`config.mk`:
```
export PLATFORM = sky130hd
export DESIGN_NAME = arp_readout
export DESIGN_NICKNAME = d
export VERILOG_FILES = /design/src/shared/arp_pkg.sv /design/src/hdl/arp_readout.sv /design/src/hdl/arp_result_store.sv
export SDC_FILE = /design/constraint.sdc
export NUM_CORES = 1
export LEC_CHECK = 0
export BUFFER_PORTS_ARGS = -buffer_cell sky130_fd_sc_hd__buf_4
export CORE_MARGIN = 8
export CORE_UTILIZATION = 40
export CTS_BUF_LIST = sky130_fd_sc_hd__clkbuf_16
export DETAILED_ROUTE_END_ITERATION = 8
export PLACE_DENSITY = 0.69
export SLEW_MARGIN = 15
export SYNTH_ARGS = -nofsm -noshare
export SYNTH_HDL_FRONTEND = slang
export SYNTH_SLANG_ARGS = --single-unit
```
`constraint.sdc`:
```
create_clock -name i_clk -period 2.1 [get_ports i_clk]
set_input_delay 0.42 -clock i_clk [delete_from_list [all_inputs] [get_ports i_clk]]
set_output_delay 0.42 -clock i_clk [all_outputs]
set_load 0.05 [all_outputs]
```
`src/shared/arp_pkg.sv`:
```
`default_nettype none
package arp_pkg;
   // ----------------------------------------
   // Interface select codes
   // ----------------------------------------
   localparam logic [1:0] MODE_FULL = 2'h0;
   localparam logic [1:0] MODE_WORD16 = 2'h1;
   localparam logic [1:0] MODE_BYTE8 = 2'h2;
   localparam logic [1:0] MODE_SERIAL = 2'h3;
   // ----------------------------------------
   // Result and field layout
   // ----------------------------------------
   localparam int RES_W = 18;
   localparam logic [4:0] RES_BITS = 5'h12;
   localparam int W16_HI_LSB = 2;
   localparam int B8_HI_LSB = 10;
   localparam int B8_MID_LSB = 2;
   localparam logic [1:0] WS_FIRST = 2'h0;
   localparam logic [1:0] WS_SECOND = 2'h1;
   localparam logic [1:0] WS_THIRD = 2'h2;
   // ----------------------------------------
   // Pin synchroniser lanes
   // ----------------------------------------
   localparam int SYNC_LANES = 4;
   localparam int LANE_SCLK = 0;
   localparam int LANE_CS = 1;
   localparam int LANE_RD = 2;
   localparam int LANE_CHAIN = 3;
   localparam logic [SYNC_LANES-1:0] SYNC_RST = 4'h6;
   // ----------------------------------------
   // Timing
   // ----------------------------------------
   localparam int CLK_PERIOD_NS = 10;
   localparam int MSCLK_HALF_NS = 10;
   localparam logic [7:0] MSCLK_HALF_CYC =
      8'((MSCLK_HALF_NS + CLK_PERIOD_NS - 1) / CLK_PERIOD_NS);
   // ----------------------------------------
   // Master serial states
   // ----------------------------------------
   typedef enum logic [0:0] {ARP_M_IDLE, ARP_M_RUN} arp_mst_t;
endpackage
`default_nettype wire
```
`src/hdl/arp_readout.sv`:
```
// Function
// - Interface select 1 gives 16-bit word layout, 2 gives 8-bit byte layout.
// - Word select address picks two words or three bytes of one result.
// - Narrow layouts work in master and slave parallel read.
// - Interface select 3 shifts the 18-bit result out MSB first serially.
// - Exactly 18 clock pulses, each bit held across the rising edge and shifted on the falling edge.
// - Clock source select low makes the block master, generating the clock.
// - Master drives a frame strobe; strobe and clock polarity invertible.
// - Master read-during-convert input picks after-convert or during-next-convert.
// - Master during-convert clock follows SAR bit cycle, period varies.
// - Master after-convert keeps busy high until all 18 bits sent.
// - Master after-convert clock slowed by two-bit divider input.
// - Clock source select high makes the block slave on host clock.
// - Slave clock gated by chip select; data only with select and read low.
// - Slave takes continuous or gapped clock idling high or low.
// - Slave after-convert read happens after busy falls, up to 80 MHz.
// - Daisy chain only in slave after-convert, through the chain input.
// - Chain input sampled on edge opposite shifting, upstream MSB follows LSB.
// - Slave during-convert read incomplete at conversion end pulses overrun flag.
// - Select or read high puts data outputs in high impedance.
`timescale 1ns/1ns
`default_nettype none
module arp_readout
#(
   parameter int RES_WIDTH = 18
)
(
   input wire logic i_clk,
   input wire logic i_arst_n,
   input wire logic [1:0] i_mode,
   input wire logic [1:0] i_word_select_address,
   input wire logic i_cs_n,
   input wire logic i_rd_n,
   input wire logic i_clock_source_select,
   input wire logic i_read_during_convert_chain_in,
   input wire logic [1:0] i_serial_clock_divider,
   input wire logic i_sclk,
   input wire logic i_sclk_invert,
   input wire logic i_sync_invert,
   input wire logic i_conv_start,
   input wire logic i_conv_done,
   input wire logic [arp_pkg::RES_W-1:0] i_result,
   input wire logic i_sar_bit_strobe,
   output logic [arp_pkg::RES_W-1:0] o_data,
   output logic o_data_oe,
   output logic o_serial_data_out,
   output logic o_serial_data_out_oe,
   output logic o_sclk,
   output logic o_sclk_oe,
   output logic o_sync,
   output logic o_busy,
   output logic o_read_overrun_flag
);
   import arp_pkg::*;

   // ----------------------------------------
   // Pin synchronisers
   // ----------------------------------------
   logic [SYNC_LANES-1:0] sync_s1;
   logic [SYNC_LANES-1:0] sync_s2;
   logic [SYNC_LANES-1:0] sync_s3;
   logic [SYNC_LANES-1:0] lvl;
   wire [SYNC_LANES-1:0] pins = {i_read_during_convert_chain_in, i_rd_n, i_cs_n, i_sclk};

   genvar g;
   generate
      for (g = 0; g < SYNC_LANES; g++)
      begin : g_sync
         always_ff @(posedge i_clk or negedge i_arst_n)
         begin
            if (!i_arst_n)
            begin
               sync_s1[g] <= SYNC_RST[g];
               sync_s2[g] <= SYNC_RST[g];
               sync_s3[g] <= SYNC_RST[g];
               lvl[g] <= SYNC_RST[g];
            end
            else
            begin
               sync_s1[g] <= pins[g];
               sync_s2[g] <= sync_s1[g];
               sync_s3[g] <= sync_s2[g];
               if (sync_s2[g] == sync_s3[g])
                  lvl[g] <= sync_s3[g];
            end
         end
      end
   endgenerate

   // ----------------------------------------
   // Mode decode
   // ----------------------------------------
   wire serial_mode = (i_mode == MODE_SERIAL);
   wire master = serial_mode && !i_clock_source_select;
   wire slave = serial_mode && i_clock_source_select;
   wire rdc = lvl[LANE_CHAIN];
   wire m_rac = master && !rdc;
   wire m_rdc = master && rdc;
   wire s_rdc = slave && rdc;
   wire selected = !lvl[LANE_CS] && !lvl[LANE_RD];

   // ----------------------------------------
   // Result store
   // ----------------------------------------
   logic [RES_W-1:0] stored;

   arp_result_store #(.WIDTH(RES_W), .DEPTH(2)) u_store
   (
      .i_clk(i_clk),
      .i_arst_n(i_arst_n),
      .i_wr(i_conv_done),
      .i_wdata(i_result),
      .o_rdata(stored)
   );

   // ----------------------------------------
   // Parallel word selection
   // ----------------------------------------
   wire [15:0] w16_hi = stored[W16_HI_LSB +: 16];
   wire [15:0] w16_lo = {stored[W16_HI_LSB-1:0], 14'h0000};
   wire [7:0] b8_hi = stored[B8_HI_LSB +: 8];
   wire [7:0] b8_mid = stored[B8_MID_LSB +: 8];
   wire [7:0] b8_lo = {stored[B8_MID_LSB-1:0], 6'h00};
   wire [15:0] w16_sel = (i_word_select_address == WS_FIRST) ? w16_hi : w16_lo;
   wire [7:0] b8_sel = (i_word_select_address == WS_FIRST) ? b8_hi :
                       (i_word_select_address == WS_SECOND) ? b8_mid : b8_lo;
   wire [RES_W-1:0] next_data = (i_mode == MODE_WORD16) ? {2'h0, w16_sel} :
                                (i_mode == MODE_BYTE8) ? {10'h000, b8_sel} :
                                (i_mode == MODE_FULL) ? stored : '0;

   always_ff @(posedge i_clk or negedge i_arst_n)
   begin
      if (!i_arst_n)
         o_data <= '0;
      else
         o_data <= next_data;
   end

   assign o_data_oe = !serial_mode && selected;

   // ----------------------------------------
   // Slave clock edges
   // ----------------------------------------
   logic sclk_prev;
   logic chain_bit;
   wire s_gate = slave && selected && !lvl[LANE_CS];
   wire s_rise = s_gate && lvl[LANE_SCLK] && !sclk_prev;
   wire s_fall = s_gate && !lvl[LANE_SCLK] && sclk_prev;

   always_ff @(posedge i_clk or negedge i_arst_n)
   begin
      if (!i_arst_n)
      begin
         sclk_prev <= 1'b0;
         chain_bit <= 1'b0;
      end
      else
      begin
         sclk_prev <= lvl[LANE_SCLK];
         if (s_rise)
            chain_bit <= lvl[LANE_CHAIN];
      end
   end

   // ----------------------------------------
   // Master clock generation
   // ----------------------------------------
   arp_mst_t mst;
   logic sclk_int;
   logic [7:0] div_cnt;
   logic [4:0] m_cnt;
   logic m_rac_frame;
   wire [7:0] half_cyc = 8'(MSCLK_HALF_CYC << i_serial_clock_divider);
   wire div_tick = (div_cnt == 8'h01);
   wire m_tick = (mst == ARP_M_RUN) && (m_rdc ? i_sar_bit_strobe : div_tick);
   wire m_start = (m_rac && i_conv_done) || (m_rdc && i_conv_start);
   wire m_fall = m_tick && sclk_int;
   wire m_end = m_fall && (m_cnt == RES_BITS);

   always_ff @(posedge i_clk or negedge i_arst_n)
   begin
      if (!i_arst_n)
         div_cnt <= 8'h01;
      else if (m_start || div_tick)
         div_cnt <= half_cyc;
      else
         div_cnt <= div_cnt - 8'h01;
   end

   always_ff @(posedge i_clk or negedge i_arst_n)
   begin
      if (!i_arst_n)
      begin
         mst <= ARP_M_IDLE;
         sclk_int <= 1'b0;
         m_cnt <= 5'h00;
         m_rac_frame <= 1'b0;
      end
      else
      begin
         case (mst)
            ARP_M_IDLE:
            begin
               sclk_int <= 1'b0;
               m_cnt <= 5'h00;
               if (m_start)
               begin
                  mst <= ARP_M_RUN;
                  m_rac_frame <= m_rac;
               end
            end
            ARP_M_RUN:
            begin
               if (!master)
               begin
                  mst <= ARP_M_IDLE;
                  m_rac_frame <= 1'b0;
               end
               else if (m_end)
               begin
                  mst <= ARP_M_IDLE;
                  sclk_int <= 1'b0;
                  m_rac_frame <= 1'b0;
               end
               else if (m_tick)
               begin
                  sclk_int <= !sclk_int;
                  if (!sclk_int)
                     m_cnt <= m_cnt + 5'h01;
               end
            end
            default:
               mst <= ARP_M_IDLE;
         endcase
      end
   end

   // ----------------------------------------
   // Shared shift register
   // ----------------------------------------
   logic [RES_W-1:0] shift;
   logic [4:0] s_cnt;
   logic s_loaded;
   wire load_m = m_start;
   wire load_s = slave && i_conv_done;
   wire [RES_W-1:0] load_val = (m_rdc || slave) ? stored : i_result;
   wire shift_m = m_fall && !m_end;
   wire in_bit = chain_bit;
   wire s_short = s_loaded && (s_cnt < RES_BITS);

   always_ff @(posedge i_clk or negedge i_arst_n)
   begin
      if (!i_arst_n)
      begin
         shift <= '0;
         s_cnt <= 5'h00;
         s_loaded <= 1'b0;
      end
      else if (load_m)
      begin
         shift <= load_val;
      end
      else if (load_s)
      begin
         shift <= i_result;
         s_cnt <= 5'h00;
         s_loaded <= 1'b1;
      end
      else if (shift_m)
      begin
         shift <= {shift[RES_W-2:0], 1'b0};
      end
      else if (s_fall)
      begin
         shift <= {shift[RES_W-2:0], in_bit};
         if (s_cnt != RES_BITS)
            s_cnt <= s_cnt + 5'h01;
      end
   end

   // ----------------------------------------
   // Overrun pulse and busy
   // ----------------------------------------
   logic converting;

   always_ff @(posedge i_clk or negedge i_arst_n)
   begin
      if (!i_arst_n)
      begin
         o_read_overrun_flag <= 1'b0;
         converting <= 1'b0;
      end
      else
      begin
         o_read_overrun_flag <= s_rdc && i_conv_done && s_short;
         if (i_conv_start)
            converting <= 1'b1;
         else if (i_conv_done)
            converting <= 1'b0;
      end
   end

   assign o_busy = converting || m_rac_frame;

   // ----------------------------------------
   // Serial outputs
   // ----------------------------------------
   assign o_serial_data_out = shift[RES_W-1];
   assign o_serial_data_out_oe = serial_mode && selected;
   assign o_sclk = sclk_int ^ i_sclk_invert;
   assign o_sclk_oe = master && selected;
   assign o_sync = (mst == ARP_M_RUN) ^ i_sync_invert;

   // ----------------------------------------
   // Assertions
   // ----------------------------------------
   property p_hiz;
      @(posedge i_clk) disable iff (!i_arst_n)
      (lvl[LANE_CS] || lvl[LANE_RD]) |-> !o_data_oe && !o_serial_data_out_oe;
   endproperty
   a_hiz: assert property (p_hiz) else $error("outputs driven while deselected");

   property p_busy_frame;
      @(posedge i_clk) disable iff (!i_arst_n)
      (m_rac && i_conv_done && mst == ARP_M_IDLE) |=> o_busy [*2];
   endproperty
   a_busy_frame: assert property (p_busy_frame) else $error("busy fell early");

   property p_overrun;
      @(posedge i_clk) disable iff (!i_arst_n)
      (s_rdc && i_conv_done && s_loaded && s_cnt < RES_BITS) |=> o_read_overrun_flag;
   endproperty
   a_overrun: assert property (p_overrun) else $error("missed overrun pulse");

   property p_overrun_pulse;
      @(posedge i_clk) disable iff (!i_arst_n)
      o_read_overrun_flag |-> $past(i_conv_done) && $past(s_cnt) != RES_BITS;
   endproperty
   a_overrun_pulse: assert property (p_overrun_pulse) else $error("spurious overrun");

   property p_pulse_cnt;
      @(posedge i_clk) disable iff (!i_arst_n)
      m_end |-> m_cnt == 5'h12;
   endproperty
   a_pulse_cnt: assert property (p_pulse_cnt) else $error("frame not 18 pulses");

   property p_slave_no_clk;
      @(posedge i_clk) disable iff (!i_arst_n)
      i_clock_source_select |-> !o_sclk_oe;
   endproperty
   a_slave_no_clk: assert property (p_slave_no_clk) else $error("slave drives clock");

   property p_rdc_start;
      @(posedge i_clk) disable iff (!i_arst_n)
      (m_rdc && i_conv_start && mst == ARP_M_IDLE) |=> mst == ARP_M_RUN && shift == $past(stored);
   endproperty
   a_rdc_start: assert property (p_rdc_start) else $error("during-convert frame not started");

   property p_div_hold;
      @(posedge i_clk) disable iff (!i_arst_n)
      (mst == ARP_M_RUN && master && !m_tick) |=> $stable(sclk_int);
   endproperty
   a_div_hold: assert property (p_div_hold) else $error("clock moved without tick");

   property p_gate;
      @(posedge i_clk) disable iff (!i_arst_n)
      (slave && !selected && !i_conv_done) |=> $stable(s_cnt);
   endproperty
   a_gate: assert property (p_gate) else $error("shift while deselected");

   property p_word16;
      @(posedge i_clk) disable iff (!i_arst_n)
      (i_mode == MODE_WORD16 && i_word_select_address == WS_FIRST)
         |=> o_data[15:0] == $past(stored[17:2]);
   endproperty
   a_word16: assert property (p_word16) else $error("wrong 16-bit word");

   c_master_frame: cover property (@(posedge i_clk) disable iff (!i_arst_n) m_end);
   c_overrun: cover property (@(posedge i_clk) disable iff (!i_arst_n) o_read_overrun_flag);
   c_slave_done: cover property (@(posedge i_clk) disable iff (!i_arst_n)
      s_fall && s_cnt == 5'h11);
endmodule // arp_readout
`default_nettype wire

```
`src/hdl/arp_result_store.sv`:
```
`timescale 1ns/1ns
`default_nettype none
module arp_result_store
#(
   parameter int WIDTH = 18,
   parameter int DEPTH = 2
)
(
   input wire logic i_clk,
   input wire logic i_arst_n,
   input wire logic i_wr,
   input wire logic [WIDTH-1:0] i_wdata,
   output logic [WIDTH-1:0] o_rdata
);
   // ----------------------------------------
   // Result history, newest at entry 0
   // ----------------------------------------
   logic [WIDTH-1:0] mem [DEPTH];

   genvar g;
   generate
      for (g = 0; g < DEPTH; g++)
      begin : g_ent
         always_ff @(posedge i_clk or negedge i_arst_n)
         begin
            if (!i_arst_n)
               mem[g] <= '0;
            else if (i_wr)
               mem[g] <= (g == 0) ? i_wdata : mem[(g == 0) ? 0 : g-1];
         end
      end
   endgenerate

   always_ff @(posedge i_clk or negedge i_arst_n)
   begin
      if (!i_arst_n)
         o_rdata <= '0;
      else
         o_rdata <= mem[0];
   end
endmodule // arp_result_store
`default_nettype wire

```
==> results_dict.tcl, run 1 <==
set metrics [dict create \
    status "finished clean" \
    static-leakage-power_nw 2.86 \
    rsz0062_at_grt "false" \
    rr_worst_depth 6 \
    first_iter_violations 305 \
    startpoint "lvl[2]" \
    synth-async-reset-ratio 1.00 \
    critical_path_buf_inv_count 2 \
    path_common_cell "sky130_fd_sc_hd__buf_4" \
    fill_cells 1020 \
    timing.critical_path.fanout_max 4 \
    switching_share 0.283 \
    multiInputGateArea_um2 1840 \
    dieHeight_um 127 \
    power.density_cell_area_nw_per_um2 1060 \
    clockRootBuffer "sky130_fd_sc_hd__clkbuf_16" \
    part_of_the_power_in_registers 0.443 \
    numPortBuffers 61 \
    timing.critical_path.required_ns 1.68 \
    critPathArrivalTime_ns 1.55 \
    max_freq_ghz 0.508 \
    area.sequential_um2 2860 \
    tightestPinTransition_ns 0.862 \
    clock_insertion_delay_worst_skew_ns 0.40 \
    critPathKind "reg2out" \
    count_of_max_cap_constraint_violations 0 \
    placementRows 40 \
    synth_cell_types 55 \
    setup.worst_path.end_class "primary output" \
    grt_first_pass_wirelength_um 18000 \
    clockBufferDepth 2 \
    top_level_ports 62 \
    combPwrFrac 0.195 \
    final_layout_size_suffix_gt1_frac 0.313 \
    wl_per_cell_um 16.7 \
    die-area_um2 16000 \
    cts_post_setup_buffers_inserted 0 \
    share_clk_of_total_power 0.362 \
    layout_worst_path_cycle_share 0.938 \
    antenna_found_initial 0 \
    grt_start_max_net_pins 50 \
    cts.clk_slew.worst_paths_ns 0.05 \
    synth_compound_gate_area_share 0.109 \
    timing.critical_path.cells "nand4bb_1 > buf_4 > nor2_1 > buf_4" \
    synth.cell_area_um2 4890 \
    synth_top_flop_cell "sky130_fd_sc_hd__dfrtp_1" \
    slew_headroom 0.417 \
    clock_skew_ns 0.00762 \
    netlist_instances 405 \
    die_x_um 127 \
    switching_power_w 0.00184 \
    synth_enable_flop_cells 0 \
    final-max-slew-violation-count 0 \
    syn_to_final_growth_pct 25.2 \
    worst_path_largest_cell_delay_ns 0.57 \
    synth_simple_gate_area_share 0.116 \
    ys_seq_elements 114 \
    fp.coreArea_um2 12000 \
    drtAntennaViolNets 0 \
    hpwlAfterDp_um 7770 \
    post-route-util 0.512 \
    cts-htree-levels 4 \
    route.vias.total 3404 \
    initial_utilization 0.409 \
    mappedNetlistNets 447 \
    timing.final.crit_period_ns 1.97 \
    crit_path_top_delay_cell "sky130_fd_sc_hd__dfstp_2" \
    p_int_w 0.00465 \
    detail_route.first_pass.iterations 5 \
    post_synth_mux_area_share 0.105 \
    synth_top_family_by_area "simple AND/OR/NAND/NOR gates" \
    cts_hold_buf 0 \
    ir_worst_vdd_v 0.000432 \
    synth_area_per_cell_um2 12.1 \
    antenna_cells 0 \
    worstSetupPathDepth 4 \
    total_nets_final 528 \
    r2r_start "rdc" \
    tritoncts_num_sinks 114 \
    wl_um 10800 \
    routed_via_density 5.27 \
    worstHoldPathType "in2async" \
    yosys.area_share.xor_xnor 0.0233 \
    post_synth_fa_ha_maj_area_fraction 0.0235 \
    yosys_warnings 0 \
    cts_tree "done" \
    gr-total-overflow 0 \
    detail_route.drc_violations 0 \
    clock_buffers_created_by_tritoncts 17 \
    synth_seq_area_share 0.585 \
    globalRouteTotalUtil 0.143 \
    crit_path_start_kind "flop" \
    category_of_cells_accounting_for_the_largest_share_of_critical_path_delay "flip-flops" \
    timing.final.hold_violations 0 \
    vias_in_the_first_global_route 3614 \
    postCtsResizedCells 0 \
    timing.setup.tns_ns 0 \
    finalSetupViolations 0 \
    gp_congestion 0.941 \
]
## cell families (layout without fill, tap and decap cells)
logic type | Yosys count | in the layout
flops | 114 | 114
xor+xnor | 13 | 13
buf+inv | 46 | 140
mux | 43 | 43
compound gates | 78 | 78
fa+ha+maj | 10 | 10
simple gates | 101 | 101
## power by group through the flow
stage	sequential [W]	combinational, W	clock, W
floorplan	0.00294	0.000785	0
global placement	0.00289	0.00122	0
detailed placement	0.00290	0.00127	0
CTS	0.00287	0.00128	0.00241
global route	0.00292	0.00140	0.00255
finish	0.00287	0.00127	0.00235
## synth_stat cells (all sizes together), types with 2 or more instances
cell type  number  area [um2]
dfstp           9         236
o21ai           9        45.0
nor2           19        73.8
nor3            9        56.3
o22ai          18         113
a22oi           2        15.0
dfrtp         105        2630
clkbuf          6        22.5
a311oi          3        26.3
o31ai           3        22.5
nand3          13        65.1
o21a            2        15.0
a222oi          6        60.1
and2           13        81.3
nand2          21        81.3
inv            32         120
nand4bb         2        22.5
mux2i           5        50.1
mux2           38         462
ha              6        75.1
o211ai          2        15.0
nand2b         12        82.6
nand4           3        18.8
a21oi          24         120
buf             8        47.5
xor2            6        52.6
maj3            4        40.0
nand3b          2        15.0
xnor2           7        61.3
## metrics by stage
| step | hold slack [ns] | setup slack [ns] | std cells | power [W] | area [um2] |
|---|---|---|---|---|---|
| finish | 0.0281 | 0.131 | 646 | 0.00649 | 6120 |
| global route | 0.0876 | 0.0181 | 646 | 0.00687 | 6120 |
| CTS | 0.0616 | 0.125 | 646 | 0.00656 | 6120 |
| detailed placement | 0.336 | 0.114 | 614 | 0.00417 | 5630 |
| global placement | 0.334 | 0.159 | 614 | 0.00410 | 5630 |
| floorplan | 0.124 | 0.0951 | 405 | 0.00373 | 4900 |
## layer usage
metal	share of wire	wire length (um)	up-vias	track usage
met2	0.46	4960	132	0.215
met4	0.021	222	0	0.0729
met5	0	0	-	0
met1	0.45	4880	1662	0.183
met3	0.066	717	18	0.0419
li1	-	-	1592	-
## registers in the layout (all words and copies together) (netlist names)
register / flops
o_data: 18
shift: 18
u_store.mem: 18
u_store.o_rdata: 18
div_cnt: 8
m_cnt: 5
s_cnt: 5
sync_s1: 4
sync_s2: 4
sync_s3: 4
lvl: 3
chain_bit: 1
converting: 1
m_rac_frame: 1
mst: 1
o_read_overrun_flag: 1
rdc: 1
s_loaded: 1
sclk_int: 1
sclk_prev: 1
## placed cells by master (no fill, tap or decap), types with 2 or more instances in the layout
cell / count
sky130_fd_sc_hd__nand4bb_1: 2
sky130_fd_sc_hd__o31ai_1: 3
sky130_fd_sc_hd__nand2_1: 20
sky130_fd_sc_hd__o211ai_1: 2
sky130_fd_sc_hd__inv_1: 37
sky130_fd_sc_hd__mux2i_1: 5
sky130_fd_sc_hd__maj3_1: 4
sky130_fd_sc_hd__o21ai_0: 8
sky130_fd_sc_hd__nand2b_1: 11
sky130_fd_sc_hd__dfstp_2: 9
sky130_fd_sc_hd__clkinv_1: 4
sky130_fd_sc_hd__clkbuf_16: 17
sky130_fd_sc_hd__nor2_1: 18
sky130_fd_sc_hd__o22ai_1: 18
sky130_fd_sc_hd__a22oi_1: 2
sky130_fd_sc_hd__nand3b_1: 2
sky130_fd_sc_hd__buf_4: 72
sky130_fd_sc_hd__nor3_1: 7
sky130_fd_sc_hd__o21a_1: 2
sky130_fd_sc_hd__ha_1: 6
sky130_fd_sc_hd__mux2_4: 9
sky130_fd_sc_hd__xnor2_1: 7
sky130_fd_sc_hd__a311oi_1: 3
sky130_fd_sc_hd__nand3_1: 13
sky130_fd_sc_hd__dfrtp_1: 105
sky130_fd_sc_hd__a222oi_1: 6
sky130_fd_sc_hd__clkinv_2: 5
sky130_fd_sc_hd__nand4_1: 3
sky130_fd_sc_hd__and2_0: 2
sky130_fd_sc_hd__mux2_2: 29
sky130_fd_sc_hd__xor2_1: 6
sky130_fd_sc_hd__and2_1: 11
sky130_fd_sc_hd__buf_12: 4
sky130_fd_sc_hd__a21oi_1: 24
## worst paths after layout
kind | slack, ns | endpoint
setup reg to reg | 0.15 | shift[2]
min in group i_clk | 0.13 | sync_s1[0]
max in group asynchronous | 1.44 | u_store.o_rdata[3]
hold / removal | 0.03 | div_cnt[2]
setup / recovery | 0.13 | o_sclk_oe
hold reg to reg | 0.35 | sync_s2[3]
## final cells by class
type / count / share of cell area
flip-flops and latches: 114 / 0.468
multi-input cells: 245 / 0.301
repair buffers: 76 / 0.101
clock buffers: 17 / 0.0695
well taps: 147 / 0.0300
inverters: 32 / 0.0196
clock inverters: 15 / 0.0108
Power figures use the tool's default switching activity.
==> inputs of run 2 (changes only) <==
Settings changed: PLACE_DENSITY 0.69 to 0.58, SYNTH_HIERARCHICAL set to 1.
==> run 2 against run 1 <==
Setup slack got worse by 0.047 ns. Flip-flop and latch count stayed put. Sequential power about the same. Total power up 6.0%. Via count is 0.97% higher. Clock skew is essentially flat. Register-to-register slack lost 0.07 ns. Cell area up 3.9%. Clock power increased by 18%. Largest power group unchanged.
==> results_dict.tcl, run 2 <==
set metrics [dict create \
    part_of_the_power_in_registers 0.417 \
    total_power_w 0.00688 \
    synth_cell_types 57 \
    final_layout_size_suffix_gt1_frac 0.327 \
    p_int_w 0.00501 \
    post_synth_most_frequent_cells "sky130_fd_sc_hd__dfrtp_1 (105), sky130_fd_sc_hd__a21oi_1 (35), sky130_fd_sc_hd__inv_1 (34)" \
    wl_um 11100 \
    clock_insertion_delay_worst_skew_ns 0.40 \
    share_clk_of_total_power 0.404 \
    max_freq_ghz 0.496 \
    grt_first_pass_wirelength_um 18300 \
    cts.clk_slew.worst_paths_ns 0.05 \
    finalSetupViolations 0 \
    rsz0062_at_grt "true" \
    globalRouteTotalUtil 0.145 \
    top_level_ports 62 \
    final-max-slew-violation-count 0 \
    switching_share 0.273 \
    post-synth-top-area-cell "sky130_fd_sc_hd__dfrtp_1" \
    total_nets_final 542 \
    timing.critical_path.fanout_max 18 \
    placementRows 41 \
    dieHeight_um 128 \
    stdcell_count 685 \
    synth_top_area_frac 0.520 \
    tightestPinTransition_ns 0.607 \
    routed_via_density 5.02 \
    synth_top_flop_cell "sky130_fd_sc_hd__dfrtp_1" \
    die-area_um2 16500 \
    grt_start_max_net_pins 46 \
    yosys.area_share.xor_xnor 0.0225 \
    post_synth_mux_area_share 0.0936 \
    timing.critical_path.required_ns 2.38 \
    detail_route.drc_violations 0 \
    synth.cell_area_um2 5050 \
    switching_power_w 0.00188 \
    hpwlAfterDp_um 7950 \
    static-leakage-power_nw 2.90 \
    initial_utilization 0.405 \
    rr_worst_depth 9 \
    synth_simple_gate_area_share 0.122 \
    clockBufferDepth 2 \
    synth_enable_flop_cells 0 \
    r2r-end "shift[2]" \
    synthMostInstantiatedCell "sky130_fd_sc_hd__dfrtp_1" \
    antenna_found_initial 0 \
    mostFrequentLayoutCells "sky130_fd_sc_hd__dfrtp_1 (105), sky130_fd_sc_hd__buf_4 (75), sky130_fd_sc_hd__inv_1 (36)" \
    r2r_start "div_cnt[1]" \
    route.vias.total 3437 \
    synth_top_family_by_area "simple AND/OR/NAND/NOR gates" \
    antenna_cells 0 \
    fp.coreArea_um2 12500 \
    tritoncts_num_sinks 114 \
    globalRouteMet3Util 0.0356 \
    critPathArrivalTime_ns 2.30 \
    vias_in_the_first_global_route 3616 \
    numPortBuffers 61 \
    count_of_max_cap_constraint_violations 0 \
    clock_buffers_created_by_tritoncts 17 \
    crit_path_start_kind "flop" \
    clockRootBuffer "sky130_fd_sc_hd__clkbuf_16" \
    finalHoldWorstSlack_ns 0.119 \
    synth_area_per_cell_um2 11.9 \
    r2r_setup_slack_ns 0.08 \
    grt.met1_usage 0.186 \
    critPathKind "reg2reg" \
    clock_skew_ns 0.00798 \
    cts-htree-levels 4 \
    layout_worst_path_cycle_share 0.960 \
    synth_seq_area_share 0.567 \
    post_synth_fa_ha_maj_area_fraction 0.0228 \
    ir_worst_vdd_v 0.000501 \
    dp_cells 651 \
    synth_compound_gate_area_share 0.119 \
    worstHoldPathType "in2reg" \
    yosys_warnings 6 \
    setup.worst_path.end "shift[2]" \
    gr-max-usage-layer "met2" \
    die_x_um 128 \
    first_iter_violations 330 \
    synth-async-reset-ratio 1.00 \
    gr-total-overflow 0 \
    wl_per_cell_um 16.2 \
    drtAntennaViolNets 0 \
    startpoint "div_cnt[1]" \
    mappedNetlistNets 465 \
    setup.worst_path.end_class "flop" \
    gp_congestion 0.826 \
    globalRouteMet2Util 0.219 \
    hold-path-cell-count 1 \
    power.density_cell_area_nw_per_um2 1080 \
    yosys-top-cells-area "sky130_fd_sc_hd__dfrtp_1 (52%), sky130_fd_sc_hd__mux2_2 (5.8%), sky130_fd_sc_hd__dfstp_2 (4.7%)" \
    status "finished clean" \
    timing.final.hold_violations 0 \
    combPwrFrac 0.179 \
    syn_to_final_growth_pct 26.0 \
    slew_headroom 0.594 \
    netlist_instances 423 \
    detail_route.first_pass.iterations 5 \
    cts_tree "done" \
    layout_commonest_cell "sky130_fd_sc_hd__dfrtp_1" \
    ys_seq_elements 114 \
    timing.final.crit_period_ns 2.02 \
    post-route-util 0.510 \
]
run 2: cell type report:
cell class / instances / area [um2]
Clock buffer: 17 / 425
Clock inverter: 15 / 150
Fill cell: 1100 / 6100
Inverter: 34 / 128
Multi-Input combinational cell: 254 / 1950
Sequential cell: 114 / 2860
Tap cell: 172 / 215
Timing Repair Buffer: 79 / 633
run 2: layer usage:
| metal | part of all wire | routed length (um) | vias up |
|---|---|---|---|
| li1 | - | - | 1649 |
| met1 | 0.46 | 5080 | 1693 |
| met2 | 0.47 | 5250 | 83 |
| met3 | 0.050 | 549 | 12 |
| met5 | 0 | 0 | - |
| met4 | 0.017 | 187 | 0 |
run 2: worst max-delay path, cell delays in order, from the launching register on:
cell and delay [ns]:
sky130_fd_sc_hd__dfrtp_1 0.34, sky130_fd_sc_hd__inv_1 0.06, sky130_fd_sc_hd__ha_1 0.17, sky130_fd_sc_hd__nor3b_2 0.15
sky130_fd_sc_hd__buf_4 0.15, sky130_fd_sc_hd__a21boi_4 0.20, sky130_fd_sc_hd__nor2_4 0.08, sky130_fd_sc_hd__nor3_4 0.21
sky130_fd_sc_hd__buf_12 0.18, sky130_fd_sc_hd__mux2_2 0.35
run 2: cells by family after synthesis:
kind of cell / count (synthesis)
mux: 39
flops: 114
buf+inv: 55
compound gates: 92
fa+ha+maj: 10
simple gates: 100
xor+xnor: 13
run 2: timing repair:
item | 4_1_cts | 5_1_grt
hold endpoints to repair | 23 | 0
hold buffers | 1 | 0
endpoints found under the setup margin | 0 | 20
resized for setup | 0 | 4
setup buffers | 0 | 1
run 2: power groups by stage:
| stage | sequential (W) | combinational [W] | clock, W |
|---|---|---|---|
| after global routing | 0.00292 | 0.00139 | 0.00296 |
| after global placement | 0.00288 | 0.00118 | 0 |
| after floorplan | 0.00294 | 0.000761 | 0 |
| final | 0.00287 | 0.00123 | 0.00278 |
| after CTS | 0.00287 | 0.00122 | 0.00285 |
| after detailed placement | 0.00290 | 0.00121 | 0 |
run 2: metrics by stage:
stage / setup TNS, ns / area (um2) / setup WS [ns]
detailed placement: 0 / 5750 / 0.0484
CTS: 0 / 6330 / 0.0458
finish: 0 / 6360 / 0.0839
global route: -0.0378 / 6360 / -0.00962
global placement: 0 / 5750 / 0.113
floorplan: 0 / 5060 / 0.0990
run 2: worst min path at each step:
stage	start	endpoint
CTS	i_cs_n	sync_s1[1]
detailed placement	sync_s1[3]	sync_s2[3]
global route	i_rd_n	sync_s1[2]
floorplan	i_arst_n	chain_bit
global placement	sync_s1[0]	sync_s2[0]
finish	i_sclk	sync_s1[0]
==> inputs of run 3 (changes only) <==
Settings changed: GPL_ROUTABILITY_DRIVEN set to 0, PLACE_DENSITY 0.58 to 0.69.
Clock period 2.1 ns to 2.23 ns, I/O delays scaled along.
==> run 3 against run 2 <==
Combinational power is 7% lower. Non-clock buffer count down 2. Setup slack better by 0.12 ns. Cell area down 0.77%. Sequential power fell by 6%. Flip-flop and latch count did not move. Global-route usage shrank 0.35 points. Clock power down 6%. Critical path type unchanged.
==> results_dict.tcl, run 3 (synthesis results as in run 2) <==
set metrics [dict create \
    clockBufferDepth 2 \
    initial_utilization 0.405 \
    timing.critical_path.fanout_max 4 \
    crit_path_top_delay_cell "sky130_fd_sc_hd__dfstp_2" \
    die_x_um 128 \
    first_iter_violations 258 \
    critical_path_buf_inv_count 2 \
    critPathKind "reg2reg" \
    max_freq_ghz 0.493 \
    cts_tree "done" \
    detail_route.first_pass.iterations 4 \
    cts-htree-levels 4 \
    finalSetupViolations 0 \
    gr-total-overflow 0 \
    timing.final.crit_period_ns 2.03 \
    vias_in_the_first_global_route 3685 \
    crit_path_start_kind "flop" \
    stdcell_count 684 \
    routed_via_density 5.10 \
    timing.final.hold_violations 0 \
    post-route-cell-area_um2 6310 \
    layout_commonest_cell "sky130_fd_sc_hd__dfrtp_1" \
    grt_first_pass_wirelength_um 18200 \
    critPathArrivalTime_ns 2.32 \
    setup.worst_path.end_class "flop" \
    numPortBuffers 61 \
    tritoncts_num_sinks 114 \
    final-max-slew-violation-count 0 \
    clockRootBuffer "sky130_fd_sc_hd__clkbuf_16" \
    die-area_um2 16500 \
    mostFrequentLayoutCells "sky130_fd_sc_hd__dfrtp_1 (105), sky130_fd_sc_hd__buf_4 (75), sky130_fd_sc_hd__inv_1 (37)" \
    placementRows 41 \
    timing.critical_path.required_ns 2.52 \
    power.density_cell_area_nw_per_um2 1020 \
    total_power_w 0.00644 \
    worst_path_largest_cell_delay_ns 0.55 \
    path_common_cell "sky130_fd_sc_hd__buf_4" \
    worstHoldPathType "in2async" \
    wl_per_cell_um 15.9 \
    postCtsResizedCells 0 \
    timing.critical_path.cells "ha_1 > nor3b_1 > buf_4 > a21boi_2 > o21ai_0 > buf_4 > nor3_1 > a31o_2" \
    category_of_cells_accounting_for_the_largest_share_of_critical_path_delay "compound AO/OA/AOI/OAI gates" \
    static-leakage-power_nw 2.87 \
    rsz0062_at_grt "false" \
    globalRouteTotalUtil 0.141 \
    dieHeight_um 128 \
    tightestPinTransition_ns 0.613 \
    detail_route.drc_violations 0 \
    clock_insertion_delay_worst_skew_ns 0.40 \
    clock_skew_ns 0.00954 \
    layout_worst_path_cycle_share 0.910 \
    syn_to_final_growth_pct 25.0 \
    cts_post_setup_buffers_inserted 0 \
    antenna_found_initial 1 \
    clock_buffers_created_by_tritoncts 17 \
    status "finished clean" \
    hpwlAfterDp_um 7830 \
    route.vias.total 3486 \
    slew_headroom 0.590 \
    wl_um 10900 \
    drtAntennaViolNets 0 \
    cts.clk_slew.worst_paths_ns 0.05 \
    final_layout_size_suffix_gt1_frac 0.319 \
    finalHoldWorstSlack_ns 0.0491 \
    timing.setup.tns_ns 0 \
    top_level_ports 62 \
    detailed_place.area_um2 5740 \
    total_nets_final 540 \
    cts_hold_buf 0 \
    fp.coreArea_um2 12500 \
    count_of_max_cap_constraint_violations 0 \
    dp_cells 651 \
    grt_start_max_net_pins 45 \
    ir_worst_vdd_v 0.000378 \
]
## run 3: worst paths after layout
| check | start | end | slack (ns) | cells after the start |
|---|---|---|---|---|
| min in group i_clk | i_rd_n | sync_s1[2] | 0.15 | 1 |
| min reg2reg | sync_s1[0] | sync_s2[0] | 0.35 | 0 |
| min | i_arst_n | sync_s1[3] | 0.05 | 1 |
| max in group asynchronous | i_arst_n | sync_s2[2] | 1.52 | 2 |
| max | div_cnt[0] | s_cnt[1] | 0.20 | 8 |
| max reg2reg | div_cnt[0] | s_cnt[1] | 0.20 | 8 |
## run 3: through the flow
step	util	setup slack, ns
detailed placement	0.460	0.155
global route	0.507	0.0168
global placement	0.460	0.233
floorplan	-	0.203
CTS	0.506	0.180
finish	0.507	0.200
## run 3: layout make-up
type	instances	area (um2)
Tap cell	172	215
Antenna cell	1	2.50
Clock buffer	17	425
Fill cell	1095	6150
Sequential cell	114	2860
Inverter	34	128
Timing Repair Buffer	77	603
Clock inverter	15	151
Multi-Input combinational cell	254	1930
## run 3: per-layer routing
layer  wire, um  GRT usage  vias up
li1           -          -     1659
met1       4700      0.178     1722
met2       5300      0.219       91
met3        629     0.0397       14
met4        256     0.0699        0
met5          0          0        -
## run 3: worst reg2reg max path, stage by stage (launching register included)
cell	delay, ns
sky130_fd_sc_hd__dfstp_2	0.55
sky130_fd_sc_hd__ha_1	0.13
sky130_fd_sc_hd__nor3b_1	0.18
sky130_fd_sc_hd__buf_4	0.16
sky130_fd_sc_hd__a21boi_2	0.08
sky130_fd_sc_hd__o21ai_0	0.37
sky130_fd_sc_hd__buf_4	0.20
sky130_fd_sc_hd__nor3_1	0.04
sky130_fd_sc_hd__a31o_2	0.21
## run 3: where the power goes
group | switching, W | total [W] | internal [W]
Sequential | 0.000260 | 0.00270 | 0.00244
Combinational | 0.000603 | 0.00114 | 0.000536
Clock | 0.000877 | 0.00260 | 0.00172
